--- config.mk ---
export PLATFORM = sky130hd
export DESIGN_NAME = fmc_ctrl
export DESIGN_NICKNAME = d
export VERILOG_FILES = /design/src/rtl/fmc_pkg.sv /design/src/rtl/fmc_sync2.sv /design/src/rtl/fmc_area_ctrl.sv /design/src/rtl/fmc_ctrl.sv
export SDC_FILE = /design/constraint.sdc
export NUM_CORES = 1
export LEC_CHECK = 0
export BUFFER_PORTS_ARGS = -buffer_cell sky130_fd_sc_hd__buf_4
export CORE_MARGIN = 2
export CORE_UTILIZATION = 56
export CTS_CLUSTER_DIAMETER = 80
export CTS_CLUSTER_SIZE = 30
export DETAILED_ROUTE_END_ITERATION = 16
export GPL_TIMING_DRIVEN = 1
export PLACE_DENSITY_LB_ADDON = 0.08
export SYNTH_ARGS = -nofsm -noshare
export SYNTH_HDL_FRONTEND = slang
export SYNTH_HIERARCHICAL = 1
export SYNTH_SLANG_ARGS = --single-unit
--- constraint.sdc ---
create_clock -name ref_clk_in -period 3.79 [get_ports ref_clk_in]
set_input_delay 0.5685 -clock ref_clk_in [delete_from_list [all_inputs] [get_ports ref_clk_in]]
set_output_delay 0.5685 -clock ref_clk_in [all_outputs]
set_load 0.01 [all_outputs]
--- src/rtl/fmc_pkg.sv ---
// Constants and types shared by the flash mode control block
package fmc_pkg;

	// Register byte addresses on the internal bus
	localparam logic [31:0] FMC_ADDR_LOWER = 32'hffff8580;
	localparam logic [31:0] FMC_ADDR_UPPER = 32'hffff8581;

	// Access size code for a byte access
	localparam logic [1:0] FMC_SIZE_BYTE = 2'h0;

	// Bus cycles per register access, request cycle included
	localparam int FMC_ACCESS_CYCLES = 3;

	// Lower control register field positions
	localparam int FMC_HW_EN_BIT = 7;
	localparam int FMC_SW_EN_BIT = 6;

	// Upper control register field positions
	localparam int FMC_ERR_BIT = 7;
	localparam int FMC_RSVD_BIT = 6;

	// Per-area field positions, same in both registers
	localparam int FMC_ESU_BIT = 5;
	localparam int FMC_PSU_BIT = 4;
	localparam int FMC_EV_BIT = 3;
	localparam int FMC_PV_BIT = 2;
	localparam int FMC_E_BIT = 1;
	localparam int FMC_P_BIT = 0;
	localparam int FMC_AREA_BITS = 6;

	// Reset and disabled read values
	localparam logic [7:0] FMC_RESET_VAL = 8'h00;
	localparam logic [7:0] FMC_LOWER_OFF_READ = 8'h80;
	localparam logic [7:0] FMC_UPPER_OFF_READ = 8'h00;

	// Array address split between the two areas
	localparam int FMC_FADDR_W = 18;
	localparam logic [17:0] FMC_UPPER_BASE = 18'h20000;
	localparam logic [17:0] FMC_UPPER_TOP = 18'h3ffff;

	// Bus access sequencer, Gray coded along idle, wait, done
	typedef enum logic [1:0] {
		FMC_ST_IDLE = 2'h0,
		FMC_ST_WAIT = 2'h1,
		FMC_ST_DONE = 2'h3
	} fmc_state_e;

endpackage

--- src/rtl/fmc_sync2.sv ---
// Two flip-flop level synchroniser for a pin input
`timescale 1ns/1ns
module fmc_sync2 #(
	parameter logic RESET_VAL = 1'b1
) (
	input wire logic ref_clk_in,
	input wire logic nrst_in,
	input wire logic clk_en_in,
	input wire logic async_in,
	output logic sync_out
);
	logic meta_q; // First stage, read only by the second stage
	logic sync_q; // Second stage, safe to use

	// Reset to the protected level so nothing unlocks early
	always_ff @(posedge ref_clk_in) begin
		if (!nrst_in) begin
			meta_q <= RESET_VAL;
			sync_q <= RESET_VAL;
		end else if (clk_en_in) begin
			meta_q <= async_in;
			sync_q <= meta_q;
		end
	end

	assign sync_out = sync_q;
endmodule // fmc_sync2

--- src/rtl/fmc_area_ctrl.sv ---
// Six mode bits of one flash area with their write gating
`timescale 1ns/1ns
module fmc_area_ctrl #(
	parameter int NBITS = fmc_pkg::FMC_AREA_BITS
) (
	input wire logic ref_clk_in,
	input wire logic nrst_in,
	input wire logic clk_en_in,
	input wire logic clear_in,
	input wire logic wr_in,
	input wire logic [NBITS-1:0] wdata_in,
	input wire logic hw_en_in,
	input wire logic sw_en_in,
	output logic [NBITS-1:0] ctrl_out
);
	logic [NBITS-1:0] ctrl_q; // Mode bits
	logic [NBITS-1:0] ctrl_d; // Next mode bits
	logic [NBITS-1:0] allow; // Per-bit write permission
	logic base_ok; // Hardware and software enables both high

	// Go bits also need their own setup bit already set
	function automatic logic bit_allowed(input int idx,
		input logic base, input logic esu, input logic psu);
		logic ok;
		ok = base;
		if (idx == fmc_pkg::FMC_E_BIT) begin
			ok = base & esu;
		end
		if (idx == fmc_pkg::FMC_P_BIT) begin
			ok = base & psu;
		end
		return ok;
	endfunction

	assign base_ok = hw_en_in & sw_en_in;

	// Same gating pattern repeats for every bit
	genvar i;
	generate
		for (i = 0; i < NBITS; i++) begin : g_bit
			// Setup and verify bits need both enables; go bits also setup
			assign allow[i] = bit_allowed(i, // [RULE_06] [RULE_17]
				base_ok, // [RULE_07] [RULE_08]
				ctrl_q[fmc_pkg::FMC_ESU_BIT], // [RULE_18]
				ctrl_q[fmc_pkg::FMC_PSU_BIT]); // [RULE_19]
			// Clear dominates; otherwise a permitted write loads the bit
			assign ctrl_d[i] = clear_in ? 1'b0 :
				((wr_in & allow[i]) ? wdata_in[i] : ctrl_q[i]);
		end
	endgenerate

	// Mode bit storage
	always_ff @(posedge ref_clk_in) begin
		if (!nrst_in) begin
			ctrl_q <= '0;
		end else if (clk_en_in) begin
			ctrl_q <= ctrl_d;
		end
	end

	assign ctrl_out = ctrl_q;
endmodule // fmc_area_ctrl

--- src/rtl/fmc_ctrl.sv ---
// Flash mode control registers for the lower and upper flash areas
//
// Operation
// [RULE_01] Lower verify modes follow software enable set
// [RULE_02] Lower program: enable, program setup, program
// [RULE_03] Lower erase: enable, erase setup, erase
// [RULE_04] Lower register resets; reads 0x80 if unprotected
// [RULE_05] Flash disabled: lower reads 0x80, writes ignored
// [RULE_06] Enable, setup, verify writes need both enables; the enable write itself checks only the hardware enable
// [RULE_07] Lower erase write also needs erase setup
// [RULE_08] Lower program write also needs program setup
// [RULE_09] Bit 7 mirrors write-protect pin, inverted
// [RULE_10] Software sets enable before other bits
// [RULE_11] One lower mode bit, never with enable
// [RULE_12] Upper verify modes follow software enable set
// [RULE_13] Upper program: enable, program setup, program
// [RULE_14] Upper erase: enable, erase setup, erase
// [RULE_15] Upper register clears; error flag only at reset
// [RULE_16] Flash disabled: upper reads 0x00, writes ignored
// [RULE_17] Upper setup, verify writes need both enables
// [RULE_18] Upper erase write also needs erase setup
// [RULE_19] Upper program write also needs program setup
// [RULE_20] Error flag sets on failure, blocks program/erase
// [RULE_21] Upper bit 6 always reads zero
// [RULE_22] Software sets one upper mode bit only
// [RULE_23] Byte access only, consecutive addresses, three cycles
// [RULE_24] Area bits act only on their addresses
`timescale 1ns/1ns
module fmc_ctrl (
	input wire logic ref_clk_in,
	input wire logic nrst_in,
	input wire logic clk_en_in,
	input wire logic write_protect_pin_n_in,
	input wire logic flash_disabled_in,
	input wire logic standby_in,
	input wire logic op_fail_in,
	input wire logic [fmc_pkg::FMC_FADDR_W-1:0] flash_addr_in,
	input wire logic bus_req_in,
	input wire logic bus_wr_in,
	input wire logic [1:0] bus_size_in,
	input wire logic [31:0] bus_addr_in,
	input wire logic [7:0] bus_wdata_in,
	output logic [7:0] bus_rdata_out,
	output logic bus_ack_out,
	output logic hw_write_enable_status_out,
	output logic sw_write_enable_out,
	output logic flash_error_flag_out,
	output logic erase_setup_out,
	output logic program_setup_out,
	output logic erase_verify_out,
	output logic program_verify_out,
	output logic erase_go_out,
	output logic program_go_out
);
	localparam int NB = fmc_pkg::FMC_AREA_BITS;

	// Synchronised write-protect pin, high means protected
	logic pin_sync;
	// Hardware enable derived from the pin level
	logic hw_en;

	// Bus sequencer state and latched request
	fmc_pkg::fmc_state_e st_q;
	fmc_pkg::fmc_state_e st_d;
	logic [31:0] addr_q;
	logic [7:0] wdata_q;
	logic wr_q;
	logic byte_q;

	// Register state owned by this module
	logic swe_q;
	logic swe_d;
	logic err_q;
	logic err_d;
	logic hw_q;

	// Per-area mode bits from the area blocks
	logic [NB-1:0] lower_bits;
	logic [NB-1:0] upper_bits;

	// Decoded access at the completing cycle
	logic done;
	logic hit_lower;
	logic hit_upper;
	logic wr_lower;
	logic wr_upper;
	logic take;

	// Clears for the two areas and the enable
	logic clear_sw;
	logic clear_area;

	// Read data and answer registers
	logic [7:0] rdata_q;
	logic [7:0] rdata_d;
	logic [7:0] lower_view;
	logic [7:0] upper_view;
	logic ack_q;

	// Array-side mode outputs
	logic in_upper;
	logic in_range;
	logic [NB-1:0] sel_bits;
	logic op_block;
	logic [NB-1:0] mode_q;
	logic [NB-1:0] mode_d;

	// Pin crosses in through two flops; reset value means protected
	fmc_sync2 #(
		.RESET_VAL(1'b1)
	) u_pin_sync (
		.ref_clk_in(ref_clk_in),
		.nrst_in(nrst_in),
		.clk_en_in(clk_en_in),
		.async_in(write_protect_pin_n_in),
		.sync_out(pin_sync)
	);

	// Low pin level means programming hardware is enabled
	assign hw_en = ~pin_sync; // [RULE_09]

	// Bus decode
	// A request is taken only while idle and not answering, so accesses
	// never overlap and a master may hold its request through the ack edge
	assign take = (st_q == fmc_pkg::FMC_ST_IDLE) & bus_req_in & ~ack_q;
	assign done = (st_q == fmc_pkg::FMC_ST_DONE);
	// Only byte accesses reach the registers
	assign hit_lower = byte_q &
		(addr_q == fmc_pkg::FMC_ADDR_LOWER); // [RULE_23]
	assign hit_upper = byte_q &
		(addr_q == fmc_pkg::FMC_ADDR_UPPER); // [RULE_23]
	// Writes are dropped while the flash is disabled
	assign wr_lower = done & wr_q & hit_lower &
		~flash_disabled_in; // [RULE_05]
	assign wr_upper = done & wr_q & hit_upper &
		~flash_disabled_in; // [RULE_16]

	// Three-cycle access: take, wait, complete
	always_comb begin
		st_d = st_q;
		case (st_q)
			fmc_pkg::FMC_ST_IDLE: begin
				// Request taken, start the access
				if (take) begin
					st_d = fmc_pkg::FMC_ST_WAIT;
				end
			end
			fmc_pkg::FMC_ST_WAIT: begin
				st_d = fmc_pkg::FMC_ST_DONE; // [RULE_23]
			end
			fmc_pkg::FMC_ST_DONE: begin
				st_d = fmc_pkg::FMC_ST_IDLE;
			end
			default: begin
				// Recover from an illegal code
				st_d = fmc_pkg::FMC_ST_IDLE;
			end
		endcase
	end

	// Sequencer state and request capture
	always_ff @(posedge ref_clk_in) begin
		if (!nrst_in) begin
			st_q <= fmc_pkg::FMC_ST_IDLE;
			addr_q <= '0;
			wdata_q <= '0;
			wr_q <= 1'b0;
			byte_q <= 1'b0;
		end else if (clk_en_in) begin
			st_q <= st_d;
			// Hold the request so the bus may change meanwhile
			if (take) begin
				addr_q <= bus_addr_in;
				wdata_q <= bus_wdata_in;
				wr_q <= bus_wr_in;
				byte_q <= (bus_size_in == fmc_pkg::FMC_SIZE_BYTE);
			end
		end
	end

	// Standby or protect pin wipes the enable
	assign clear_sw = standby_in | ~hw_en; // [RULE_04]
	// Mode bits also drop whenever the software enable is clear
	assign clear_area = clear_sw | ~swe_q; // [RULE_15]

	// Enable may only be set while the hardware enable is high
	assign swe_d = clear_sw ? 1'b0 :
		(wr_lower ? wdata_q[fmc_pkg::FMC_SW_EN_BIT] : swe_q); // [RULE_06]

	// Failures latch; only reset clears, so a set is never lost
	assign err_d = err_q | op_fail_in; // [RULE_20] [RULE_15]

	// Enable, error flag and hardware status registers
	always_ff @(posedge ref_clk_in) begin
		if (!nrst_in) begin
			swe_q <= 1'b0;
			err_q <= 1'b0;
			hw_q <= 1'b0;
		end else if (clk_en_in) begin
			swe_q <= swe_d;
			err_q <= err_d;
			hw_q <= hw_en; // [RULE_09]
		end
	end

	// Lower area mode bits; gating uses the enable already stored,
	// so bits written together with the enable are ignored
	fmc_area_ctrl #(
		.NBITS(NB)
	) u_lower (
		.ref_clk_in(ref_clk_in),
		.nrst_in(nrst_in),
		.clk_en_in(clk_en_in),
		.clear_in(clear_area),
		.wr_in(wr_lower),
		.wdata_in(wdata_q[NB-1:0]),
		.hw_en_in(hw_en),
		.sw_en_in(swe_q),
		.ctrl_out(lower_bits)
	); // [RULE_01] [RULE_02] [RULE_03]

	// Upper area mode bits, enabled by the lower register's enable
	fmc_area_ctrl #(
		.NBITS(NB)
	) u_upper (
		.ref_clk_in(ref_clk_in),
		.nrst_in(nrst_in),
		.clk_en_in(clk_en_in),
		.clear_in(clear_area),
		.wr_in(wr_upper),
		.wdata_in(wdata_q[NB-1:0]),
		.hw_en_in(hw_en),
		.sw_en_in(swe_q),
		.ctrl_out(upper_bits)
	); // [RULE_12] [RULE_13] [RULE_14]

	// Read views; disabled flash shows fixed values
	assign lower_view = flash_disabled_in ?
		fmc_pkg::FMC_LOWER_OFF_READ :
		{hw_en, swe_q, lower_bits}; // [RULE_05] [RULE_09] [RULE_04]
	// Reserved bit is forced to zero
	assign upper_view = flash_disabled_in ?
		fmc_pkg::FMC_UPPER_OFF_READ :
		{err_q, 1'b0, upper_bits}; // [RULE_16] [RULE_21]

	// Unmapped or non-byte reads answer zero
	assign rdata_d = hit_lower ? lower_view :
		(hit_upper ? upper_view : fmc_pkg::FMC_RESET_VAL);

	// Answer registers, loaded in the completing cycle
	always_ff @(posedge ref_clk_in) begin
		if (!nrst_in) begin
			rdata_q <= fmc_pkg::FMC_RESET_VAL;
			ack_q <= 1'b0;
		end else if (clk_en_in) begin
			ack_q <= done;
			// Read data is only refreshed on a read so it stays stable
			if (done & ~wr_q) begin
				rdata_q <= rdata_d;
			end
		end
	end

	// Array address decode picks which area's bits apply
	assign in_upper =
		(flash_addr_in >= fmc_pkg::FMC_UPPER_BASE); // [RULE_24]
	assign in_range =
		(flash_addr_in <= fmc_pkg::FMC_UPPER_TOP); // [RULE_24]
	assign sel_bits = ~in_range ? '0 :
		(in_upper ? upper_bits : lower_bits); // [RULE_24]

	// Error protection or disabled flash stops program and erase
	assign op_block = err_q | flash_disabled_in; // [RULE_20]

	// Mode strobes to the array, go bits blocked under protection
	assign mode_d = {sel_bits[fmc_pkg::FMC_ESU_BIT],
		sel_bits[fmc_pkg::FMC_PSU_BIT],
		sel_bits[fmc_pkg::FMC_EV_BIT],
		sel_bits[fmc_pkg::FMC_PV_BIT],
		sel_bits[fmc_pkg::FMC_E_BIT] & ~op_block,
		sel_bits[fmc_pkg::FMC_P_BIT] & ~op_block}; // [RULE_20]

	// Registered mode outputs keep the array free of decode glitches
	always_ff @(posedge ref_clk_in) begin
		if (!nrst_in) begin
			mode_q <= '0;
		end else if (clk_en_in) begin
			mode_q <= mode_d;
		end
	end

	// Outputs, all taken straight from flops
	assign bus_rdata_out = rdata_q;
	assign bus_ack_out = ack_q;
	assign hw_write_enable_status_out = hw_q;
	assign sw_write_enable_out = swe_q;
	assign flash_error_flag_out = err_q;
	assign erase_setup_out = mode_q[fmc_pkg::FMC_ESU_BIT];
	assign program_setup_out = mode_q[fmc_pkg::FMC_PSU_BIT];
	assign erase_verify_out = mode_q[fmc_pkg::FMC_EV_BIT];
	assign program_verify_out = mode_q[fmc_pkg::FMC_PV_BIT];
	assign erase_go_out = mode_q[fmc_pkg::FMC_E_BIT];
	assign program_go_out = mode_q[fmc_pkg::FMC_P_BIT];
endmodule // fmc_ctrl

# After elaboration in Yosys (flattened, before gate mapping)

Index checks and enable logic that the tools add are counted.
Widths: inputs -> output; s select.

Logic and storage cells: 112
Input port bits: 69
Output and inout bits: 18
Register bits: 75

Order comparisons: 2
Mux-type cells: 34
Eq/ne operators: 5
Reduce and logical (&&, ||, !) cells: 19
Bitwise logic cells: 33

Operator list:

| operator             | number |
|---|---|
| $eq 32x32->1 const B | 2 |
| $mux 8               | 4 |
| $mux 1               | 26 |
| $and 1x1->1          | 23 |
| $reduce_and 2->1     | 10 |
| $ge 18x18->1 const B | 1 |
| $le 18x18->1 const B | 1 |
| $reduce_bool 2->1    | 7 |
| $mux 6               | 2 |
| $not 1->1            | 6 |
| $logic_not 2->1      | 2 |
| $or 1x1->1           | 4 |
| $pmux 2 s2           | 1 |
| $eq 2x1->1 const B   | 1 |
| $eq 2x2->1 const B   | 1 |
| $mux 2               | 1 |
| $ne 2x2->1 const B   | 1 |

# Longest topological paths before layout

Gate-level depths: netlist of run 1.

Depth after elaboration: 7
Depth in mapped cells: 7
Gate-level depth less buffers: 7

# By module

The synthesis of run 1 kept the hierarchy.

Modules (own cells, without submodules):

| module        | seq. area each (µm²) | times used | area each (µm²) | cells an instance |
|---|---|---|---|---|
| fmc_ctrl      | 1221.2               | 1          | 2482.4          | 302 |
| fmc_area_ctrl | 120.1                | 2          | 284.0           | 30 |
| fmc_sync2     | 40.0                 | 1          | 67.6            | 6 |

# Worst setup path after synthesis of run 1

OpenSTA, ideal clock, no wires.

Path kind: register to register
Start: reg addr_q[11]
End: reg u_upper.ctrl_q[2], in the netlist u_upper/ctrl_out[2]
Arrival: 2.163 ns
Period minus slack after synthesis: 2.278 ns
Setup slack: 1.512 ns
Stages on the path, launching flop included: 8
Required time: 3.675 ns
Library setup time: 0.115 ns
Path through: dfxtp_1 > or4b_4 > nor4_4 > nand2_1 > nor3_1 > nand4_2 > and3_1 > o21a_1

Word-level cells in the longest chain between the ends: 7

RTL lines:

| what                               | RTL line            | RTL |
|---|---|---|
| from (decl)                        | fmc_ctrl.sv:65      | `logic [31:0] addr_q;` |
| from (signal assigned)             | fmc_ctrl.sv:173     | `addr_q <= bus_addr_in;` |
| $eq 32x32->1                       | fmc_ctrl.sv:131     | `(addr_q == fmc_pkg::FMC_ADDR_UPPER);` |
| $and 1x1->1                        | fmc_ctrl.sv:130     | `assign hit_upper = byte_q &` |
| $and 1x1->1 (2 in a row)           | fmc_ctrl.sv:135     | `assign wr_upper = done & wr_q & hit_upper &` |
| via wr_upper                       | fmc_ctrl.sv:86      | `logic wr_upper;` |
| $and 1x1->1                        | fmc_area_ctrl.sv:48 | `((wr_in & allow[i]) ? wdata_in[i] : ctrl_q[i]);` |
| $reduce_bool 2->1 (no source line) | n/a                 |  |
| $reduce_and 2->1 (no source line)  | n/a                 |  |
| to (signal assigned)               | fmc_area_ctrl.sv:57 | `ctrl_q <= ctrl_d;` |
| to (decl)                          | fmc_area_ctrl.sv:16 | `logic [NBITS-1:0] ctrl_q;` |

The timed path passes the listed nets, and every way through them passes these cells.
A chain may end at the register's enable or synchronous reset.

# Final worst setup path of run 1

Same ends and word-level chain as after synthesis.

==> results of run 1 <==
-- per-stage QoR --
step | util [%] | power [W] | instance area (µm²) | worst slack, ns | std cells
3_5_place_dp | 67.5 | 0.000988 | 3670 | 1.18 | 488
3_3_place_gp | 67.5 | 0.000985 | 3670 | 1.20 | 488
4_1_cts | 71.7 | 0.00166 | 3900 | 1.16 | 504
2_1_floorplan | - | 0.000917 | 3120 | 1.51 | 368
5_1_grt | 71.7 | 0.00171 | 3900 | 0.931 | 504
6_report | 71.7 | 0.00165 | 3900 | 1.12 | 504
-- power by group through the flow --
stage / registers, W / clock network, W / logic, W
4_1_cts: 0.000832 / 0.000691 / 0.000137
3_5_place_dp: 0.000851 / 0 / 0.000137
5_1_grt: 0.000836 / 0.000727 / 0.000151
2_1_floorplan: 0.000844 / 0 / 0.0000727
6_report: 0.000833 / 0.000681 / 0.000136
3_3_place_gp: 0.000850 / 0 / 0.000135
-- cells in the mapped netlist (3+ instances only) --
master	number
inv_1	5
nor2_1	16
nand2b_1	3
dfxtp_1	75
nand4b_1	4
a21oi_1	45
nand2_1	98
a211oi_1	5
nor3b_1	8
nand3_1	7
nor3_1	8
mux2i_1	19
o21a_1	8
and3_1	8
clkbuf_1	23
nand4_1	3
a32oi_1	6
-- cell type report --
type | instances | area (µm²)
clock inverters | 5 | 75.1
fillers | 443 | 1540
clock buffers | 11 | 151
flip-flops and latches | 75 | 1500
inverters | 5 | 18.8
multi-input cells | 265 | 1520
repair buffers | 71 | 546
well taps | 72 | 90.1
-- worst reg2reg max path: cells and delay by family (launching register included) --
family | cells | cell delay [ns]
simple gates | 6 | 2.16
compound gates | 1 | 0.16
flops | 1 | 0.31
-- sequential cells by signal, summed over array words and instances, names as in the netlist, 2 cells and up --
name / cells
u_lower/ctrl_out: 6
wdata_q: 7
addr_q: 32
bus_rdata_out: 8
u_upper/ctrl_out: 6
st_q: 2
mode_q: 6
-- metal layers --
layer	GRT usage [%]	wire [µm]	up-vias
li1	-	-	1396
met4	9.47	84	0
met1	32.2	3270	1300
met5	0	0	-
met2	39.1	3360	60
met3	4.02	290	7
-- kinds of logic after synthesis --
kind of cell    count (synthesis)
mux                            19
flops                          75
simple gates                  175
compound gates                 71
buf+inv                        28
-- final timing paths --
| path | startpoint | end | slack (ns) |
|---|---|---|---|
| setup / recovery | addr_q[11] | u_upper/ctrl_out[2] | 1.12 |
| hold / removal | addr_q[18] | addr_q[18] | 0.45 |
| setup reg to reg | addr_q[11] | u_upper/ctrl_out[2] | 1.12 |
| hold reg to reg | addr_q[18] | addr_q[18] | 0.45 |
==> impl_metrics.ini, run 1 <==
[logic_synthesis]
netlist_instances = 368
synth_top_family_by_area = simple AND/OR/NAND/NOR gates
yosysTopAreaCellShare_pct = 48.2
avgSynthCellArea_um2 = 8.47
yosys.area.top_type = dfxtp_1
synth_async_sr_flop_share_pct = 0
synth.ff_latch_count = 75
synthSimpleGateAreaFrac_pct = 28.6
synth_xor_area_share_pct = 0
synth_compound_area_share_pct = 13.8
synth-edff-count = 0
synth_fp_nets = 437
synth_ff_type = dfxtp_1
ys_types = 36
synth_adder_area_share_pct = 0
synth_area_leaders = dfxtp_1 48%, nand2_1 12%, a21oi_1 7.2%
ys_seq_area_share_pct = 48.2
synth.area.mux_share_pct = 6.10
yosysWarnings = 6
syn_area_um2 = 3120

[floorplanning]
dieArea_um2 = 6180
start_util_pct = 57.3
rows = 27
die_y_um = 78.6
pin_count = 87
core_area_um2 = 5440
die_w_um = 78.6

[clock_network]
clock_sinks = 75
cts_tree = done
h-tree-depth = 3
cts_resized = 0
clockRootBuffer = clkbuf_8
clkTransAtPathRegs_ns = 0.08
clock_path_buffers = 2
postCtsSetupBuffers = 0
cts_buffers = 9
clk-insertion-delay-late_ns = 0.34
hold_buffers = 0

[critical_path]
critical_path_class = flip-flop to flip-flop
critPathMaxStageDelay_ns = 0.57
cp_cell_sequence = or4b_4 > nor4_4 > nand2_1 > nor3_1 > nand4_2 > nor3b_1 > o21a_1
cp.depth = 7
crit_family = simple AND/OR/NAND/NOR gates
cp-start-kind = flip-flop
endpoint_kind = flip-flop
path_max_fanout = 9
reg2reg_depth = 7
crit_buf_inv = 0
crit_required_ns = 4.08
slowest_stage = nor4_4
cp_data_arrival_time_ns = 2.96

[final_layout]
layout_common_cells = 98 x nand2_1, 75 x dfxtp_1, 70 x buf_4
n_antenna_cell = 0
drive_gt1_share_pct = 22.2
fin_nets = 496
final_common_cell = nand2_1
area_growth_pct = 25.0

[routing]
vias = 2763
detail-route-antenna-nets = 0
drt_iter0_markers = 130
drtPass1Iterations = 4
wirelength_um = 7010
drc = 0
vias_per_cell = 5.48
post_drt_wl_per_cell_um = 13.9

[worst_hold_path]
hold_class = flip-flop to flip-flop
hold_depth = 2

[sta]
drv_slew = 0
worst_clock_skew_ns = 0.00901
max_freq_mhz = 375
setup_viol = 0
timing.hold.ws_ns = 0.448
finalHoldViolCount = 0
relSlewSlack_pct = 47.6
worst_slew_pin_slew_ns = 0.782
finalSetupTns_ns = 0
fin_crit_sh_pct = 70.4
period_needed_ns = 2.67
rsz0062_at_grt = no

[global_routing]
grt_pass1_vias = 2584
grt_max_degree = 52
grt_pass1_wl_um = 11900
grtUsageTotal_pct = 24.2
antenna_found_initial = 0
gr-total-overflow = 0

[placement]
io_buffer_count = 68
dp_hpwl_um = 4770
gp_congestion = 0.841

[power]
sequentialPowerShare_pct = 50.5
sw_frac_of_total_pct = 22.1
p_int_w = 0.00128
power.net_switching_w = 0.000365
leakagePower_nw = 1.56
ir_drop_mv = 0.287
p_per_area_nw_per_um2 = 423
power.share.clock_pct = 41.3
comb_power_share_pct = 8.2

[flow_run]
drv_cap = 0

[status]
outcome = finished, final reports clean
Power figures use the tool's default switching activity.
==> inputs of run 2 (changes only) <==
--- a/config.mk
+++ b/config.mk
@@ -7,7 +7,7 @@
 export LEC_CHECK = 0
 export BUFFER_PORTS_ARGS = -buffer_cell sky130_fd_sc_hd__buf_4
 export CORE_MARGIN = 2
-export CORE_UTILIZATION = 56
+export CORE_UTILIZATION = 47
 export CTS_CLUSTER_DIAMETER = 80
 export CTS_CLUSTER_SIZE = 30
 export DETAILED_ROUTE_END_ITERATION = 16
==> constraint.sdc (replaced) <==
create_clock -name ref_clk_in -period 2.3 [get_ports ref_clk_in]
set_input_delay 0.345 -clock ref_clk_in [delete_from_list [all_inputs] [get_ports ref_clk_in]]
set_output_delay 0.345 -clock ref_clk_in [all_outputs]
set_load 0.01 [all_outputs]
==> run 2 against run 1 <==
Effect of this change: clock skew shrank 0.00072 ns; combinational power rose by 71%; core utilization fell by 8.9 points; largest power group unchanged; wire length is 5.7% higher; critical path depth is 1 higher; critical path type unchanged; via count up 0.29%; count of clock-buffer cells in the layout down 1; hold slack worse by 0.23 ns; total power rose by 57%; global-route usage is 2.4 points lower; die area rose by 18%; cell count up 3.2%.
==> impl_metrics.ini, run 2 (synthesized netlist as in run 1, its figures left out) <==
[sta]
finalHoldViolCount = 0
worst_clock_skew_ns = 0.00829
timing.hold.ws_ns = 0.222
drv_slew = 0
fin_crit_sh_pct = 97.5
max_freq_mhz = 446
period_needed_ns = 2.24
worst_slew_pin_slew_ns = 0.449
rsz0062_at_grt = yes
relSlewSlack_pct = 70.0
setup_viol = 0

[clock_network]
clockRootBuffer = clkbuf_8
clkTransAtPathRegs_ns = 0.08
hold_buffers = 0
clk-insertion-delay-late_ns = 0.34
clock_sinks = 75
h-tree-depth = 3
cts_tree = done
clock_path_buffers = 2
cts_buffers = 9

[worst_hold_path]
min_to = u_pin_sync/meta_q
hold_class = primary input to flip-flop
hold_depth = 3
min_from = write_protect_pin_n_in

[power]
p_per_area_nw_per_um2 = 645
ir_drop_mv = 0.405
comb_power_share_pct = 9.0
sw_frac_of_total_pct = 23.6
sequentialPowerShare_pct = 53.0
p_int_w = 0.00198
leakagePower_nw = 1.63
power.share.clock_pct = 38.1
power.net_switching_w = 0.000611

[final_layout]
largest_register_ffs = 32
final_common_cell = nand2_1
area_growth_pct = 28.7
fin_cells = 520
regMostFlops = addr_q
layout_common_cells = 97 x nand2_1, 81 x buf_4, 74 x dfxtp_1
post-route-cell-area_um2 = 4010
fin_nets = 507
final_util_pct = 62.8
drive_gt1_share_pct = 26.0
nFillCells = 583
n_antenna_cell = 0

[critical_path]
reg2reg_depth = 8
regToRegStartpoint = addr_q[11]
cp_data_arrival_time_ns = 2.48
critical_path_class = flip-flop to flip-flop
worst-r2r-setup-slack_ns = 0.06
crit_required_ns = 2.53
path_max_fanout = 2
cp-start-kind = flip-flop
r2r-end = u_lower/ctrl_out[0]
endpoint_kind = flip-flop

[flow_run]
drv_cap = 0

[routing]
detail-route-antenna-nets = 0
wirelength_um = 7410
vias = 2771
post_drt_wl_per_cell_um = 14.3
vias_per_cell = 5.33
drtPass1Iterations = 4
drt_iter0_markers = 159
drc = 0

[global_routing]
grt_pass1_vias = 2746
antenna_found_initial = 0
grt_pass1_wl_um = 12600
gr-total-overflow = 0
grt_max_degree = 49
grtUsageTotal_pct = 21.8

[placement]
dp.cells = 502
io_buffer_count = 68
placed_cell_area_um2 = 3750
dp_hpwl_um = 5110
gp_congestion = 0.903

[floorplanning]
die_w_um = 85.5
start_util_pct = 48.8
dieArea_um2 = 7300
rows = 29
core_area_um2 = 6390
pin_count = 87
die_y_um = 85.5

[status]
outcome = finished, final reports clean
## run 2: changes by cell type in the layout (fill, tap and decap cells not counted), moves of 2 or more
cell      previous run  this run
clkinv_2             3         5
nand4_4              0         2
and3_4               1         5
nand4_2              2         0
buf_4               70        81
and3_1               8         4
## run 2: cell type report
cell class	count	area, µm²	area share [%]
clock buffer	10	138	3.43
inverter	5	18.8	0.468
clock inverter	6	55.1	1.37
multi-input combinational	265	1570	39.2
timing repair buffer	82	628	15.7
tap	77	96.3	2.40
sequential	75	1500	37.5
## run 2: worst max-delay path: stages (launching register included)
cell and delay [ns]:
dfxtp_2 0.33, or4b_4 0.54, nor4_4 0.36, buf_4 0.17
and3_4 0.18, buf_4 0.12, and4_2 0.22, nand2_1 0.09
mux2i_1 0.12
## run 2: per-stage QoR
| stage | setup TNS, ns | power (W) | setup slack, ns |
|---|---|---|---|
| floorplan | 0 | 0.00151 | 0.0219 |
| global placement | -0.0176 | 0.00163 | -0.00591 |
| detailed placement | -0.322 | 0.00163 | -0.0618 |
| CTS | -0.00163 | 0.00261 | -0.00163 |
| global route | -0.525 | 0.00270 | -0.0631 |
| finish | 0 | 0.00259 | 0.0576 |
## run 2: worst max-delay path by stage
stage / startpoint / endpoint / slack [ns] / cells past startpoint
final: addr_q[11] / u_lower/ctrl_out[0] / 0.06 / 8
after global routing: addr_q[11] / u_upper/ctrl_out[3] / -0.06 / 7
after CTS: addr_q[6] / u_upper/ctrl_out[3] / -0.002 / 7
after detailed placement: addr_q[11] / u_upper/ctrl_out[4] / -0.06 / 7
after global placement: addr_q[11] / u_upper/ctrl_out[4] / -0.006 / 7
after floorplan: addr_q[11] / u_upper/ctrl_out[2] / 0.02 / 7
## run 2: layer usage
layer	up-vias	share of wire, %	global-route usage (%)
met3	4	6.3	4.96
met2	79	46	33.8
li1	1423	-	-
met1	1265	47	28.8
met4	0	0.90	10.1
met5	-	0	0
## run 2: power groups by stage
| stage | Sequential [W] | Clock, W | Combinational, W |
|---|---|---|---|
| 2_1_floorplan | 0.00139 | 0 | 0.000120 |
| 3_3_place_gp | 0.00140 | 0 | 0.000229 |
| 3_5_place_dp | 0.00140 | 0 | 0.000232 |
| 4_1_cts | 0.00137 | 0.00100 | 0.000233 |
| 5_1_grt | 0.00138 | 0.00106 | 0.000261 |
| 6_report | 0.00137 | 0.000985 | 0.000232 |
## run 2: what timing repair did
action,in CTS,in global routing
cloned,0,0
hold endpoints to repair,0,0
gates resized for setup,2,9
pin swaps,4,1
setup buffers,1,1
setup endpoints to repair,8,10
==> inputs of run 3 (changes only) <==
--- a/config.mk
+++ b/config.mk
@@ -7,7 +7,7 @@
 export LEC_CHECK = 0
 export BUFFER_PORTS_ARGS = -buffer_cell sky130_fd_sc_hd__buf_4
 export CORE_MARGIN = 2
-export CORE_UTILIZATION = 47
+export CORE_UTILIZATION = 56
 export CTS_CLUSTER_DIAMETER = 80
 export CTS_CLUSTER_SIZE = 30
 export DETAILED_ROUTE_END_ITERATION = 16
==> constraint.sdc (replaced) <==
create_clock -name ref_clk_in -period 2.85 [get_ports ref_clk_in]
set_input_delay 0.4275 -clock ref_clk_in [delete_from_list [all_inputs] [get_ports ref_clk_in]]
set_output_delay 0.4275 -clock ref_clk_in [all_outputs]
set_load 0.01 [all_outputs]
==> run 3 against run 2 <==
Effect of this change: wire length decreased by 4.4%; sequential cell count unchanged; count of clock-buffer cells in the layout shrank 1; critical path depth is 1 lower; critical path type unchanged; hold slack improved by 0.086 ns; final area is 3.3% lower; die area is 15% lower; cell count decreased by 1.9%; critical endpoint is now u_upper/ctrl_out[3]; clock power down 26%.
==> impl_metrics.ini, run 3 (synthesized netlist as in run 1, its figures left out) <==
[status]
outcome = finished, final reports clean

[final_layout]
area_growth_pct = 24.4
n_antenna_cell = 0
fin_nets = 502
layout_common_cells = 98 x nand2_1, 77 x buf_4, 75 x dfxtp_1
largest_register_ffs = 32
final_util_pct = 71.3
post-route-cell-area_um2 = 3880
fin_cells = 510
drive_gt1_share_pct = 23.3
final_common_cell = nand2_1
regMostFlops = addr_q

[floorplanning]
rows = 27
die_w_um = 78.6
start_util_pct = 57.3
pin_count = 87
die_y_um = 78.6
core_area_um2 = 5440
dieArea_um2 = 6180

[sta]
finalHoldViolCount = 0
worst_clock_skew_ns = 0.0127
finalSetupTns_ns = 0
worst_slew_pin_slew_ns = 0.981
max_freq_mhz = 399
fin_crit_sh_pct = 87.9
setup_slack_ns = 0.346
period_needed_ns = 2.50
setup_viol = 0
relSlewSlack_pct = 34.5
rsz0062_at_grt = no
drv_slew = 0

[routing]
met2_length_um = 3460
vias = 2780
wirelength_um = 7090
vias_per_cell = 5.45
wl_met1_um = 3200
top_layer_used = met4
drtPass1Iterations = 4
detail-route-antenna-nets = 0
post_drt_wl_per_cell_um = 13.9
drt_iter0_markers = 166
drc = 0
wl_met3_um = 355

[critical_path]
critical_path_class = flip-flop to flip-flop
regToRegStartpoint = addr_q[11]
cp-start-kind = flip-flop
endpoint_kind = flip-flop
crit_required_ns = 3.08
cp_data_arrival_time_ns = 2.73
startpoint = addr_q[11]
path_max_fanout = 8

[placement]
placed_cell_area_um2 = 3700
dp.cells = 494
io_buffer_count = 68
gp_congestion = 0.819
dpl_worst_slack_ns = 0.386
dp_hpwl_um = 5060

[clock_network]
hold_buffers = 0
clk-insertion-delay-late_ns = 0.34
cts_buffers = 9
clockRootBuffer = clkbuf_8
clock_path_buffers = 2
cts_resized = 0
postCtsSetupBuffers = 0
h-tree-depth = 3
clkTransAtPathRegs_ns = 0.08
clock_sinks = 75
cts_tree = done

[global_routing]
grtUsageTotal_pct = 25.0
grt_pass1_wl_um = 12200
grt_pass1_vias = 2657
grt_max_degree = 32
antenna_found_initial = 0
gr-total-overflow = 0

[worst_hold_path]
min_from = write_protect_pin_n_in
hold_class = primary input to flip-flop

[flow_run]
drv_cap = 0

[power]
leakagePower_nw = 1.55
ir_drop_mv = 0.382
p_per_area_nw_per_um2 = 519
==> run 3: cell types whose count changed in the layout (fill, tap and decap cells not counted), moves of 2 or more <==
cell,previous run,this run
and3_1,4,8
and3_4,5,1
inv_6,0,2
buf_4,81,77
clkinvlp_4,0,2
nand4_2,0,2
clkinv_2,5,2
nand4_4,2,0
==> run 3: path summary, 6_finish.rpt <==
kind,to,cells past startpoint,slack (ns)
worst max-delay path,u_upper/ctrl_out[3],7,0.35
worst min-delay path,u_pin_sync/meta_q,3,0.31
worst min register to register,addr_q[18],2,0.45
worst max register to register,u_upper/ctrl_out[3],7,0.35
==> run 3: final cells by class <==
type                       instances  area [µm²]
clock buffer                       9         124
inverter                           5        18.8
timing repair buffer              77         578
tap                               72        90.1
clock inverter                     7        51.3
multi-input combinational        265        1520
fill                             465        1560
sequential                        75        1500
==> run 3: power breakdown <==
part / leakage [nW] / switching [W] / internal, W
Combinational: 0.859 / 0.0000913 / 0.0000896
Sequential: 0.610 / 0.0000243 / 0.00108
Clock: 0.0860 / 0.000405 / 0.000320
==> run 3: per-layer routing <==
metal / track usage, % / vias up
li1: - / 1416
met1: 32.7 / 1287
met2: 40.9 / 70
met3: 4.14 / 7
met4: 10.2 / 0
met5: 0 / -
==> run 3: worst max-delay path, stage by stage, from the launching register on <==
cell	delay, ns
dfxtp_1	0.32
or4b_4	0.55
nor4_4	0.41
nand2_1	0.12
nor3_1	0.32
nand4_2	0.25
and3_1	0.24
o21a_1	0.18
==> run 3: per-stage QoR <==
step	hold slack, ns	total power, W
2_1_floorplan	0.431	0.00122
3_3_place_gp	0.442	0.00131
3_5_place_dp	0.444	0.00131
4_1_cts	0.299	0.00203
5_1_grt	0.310	0.00210
6_report	0.309	0.00201
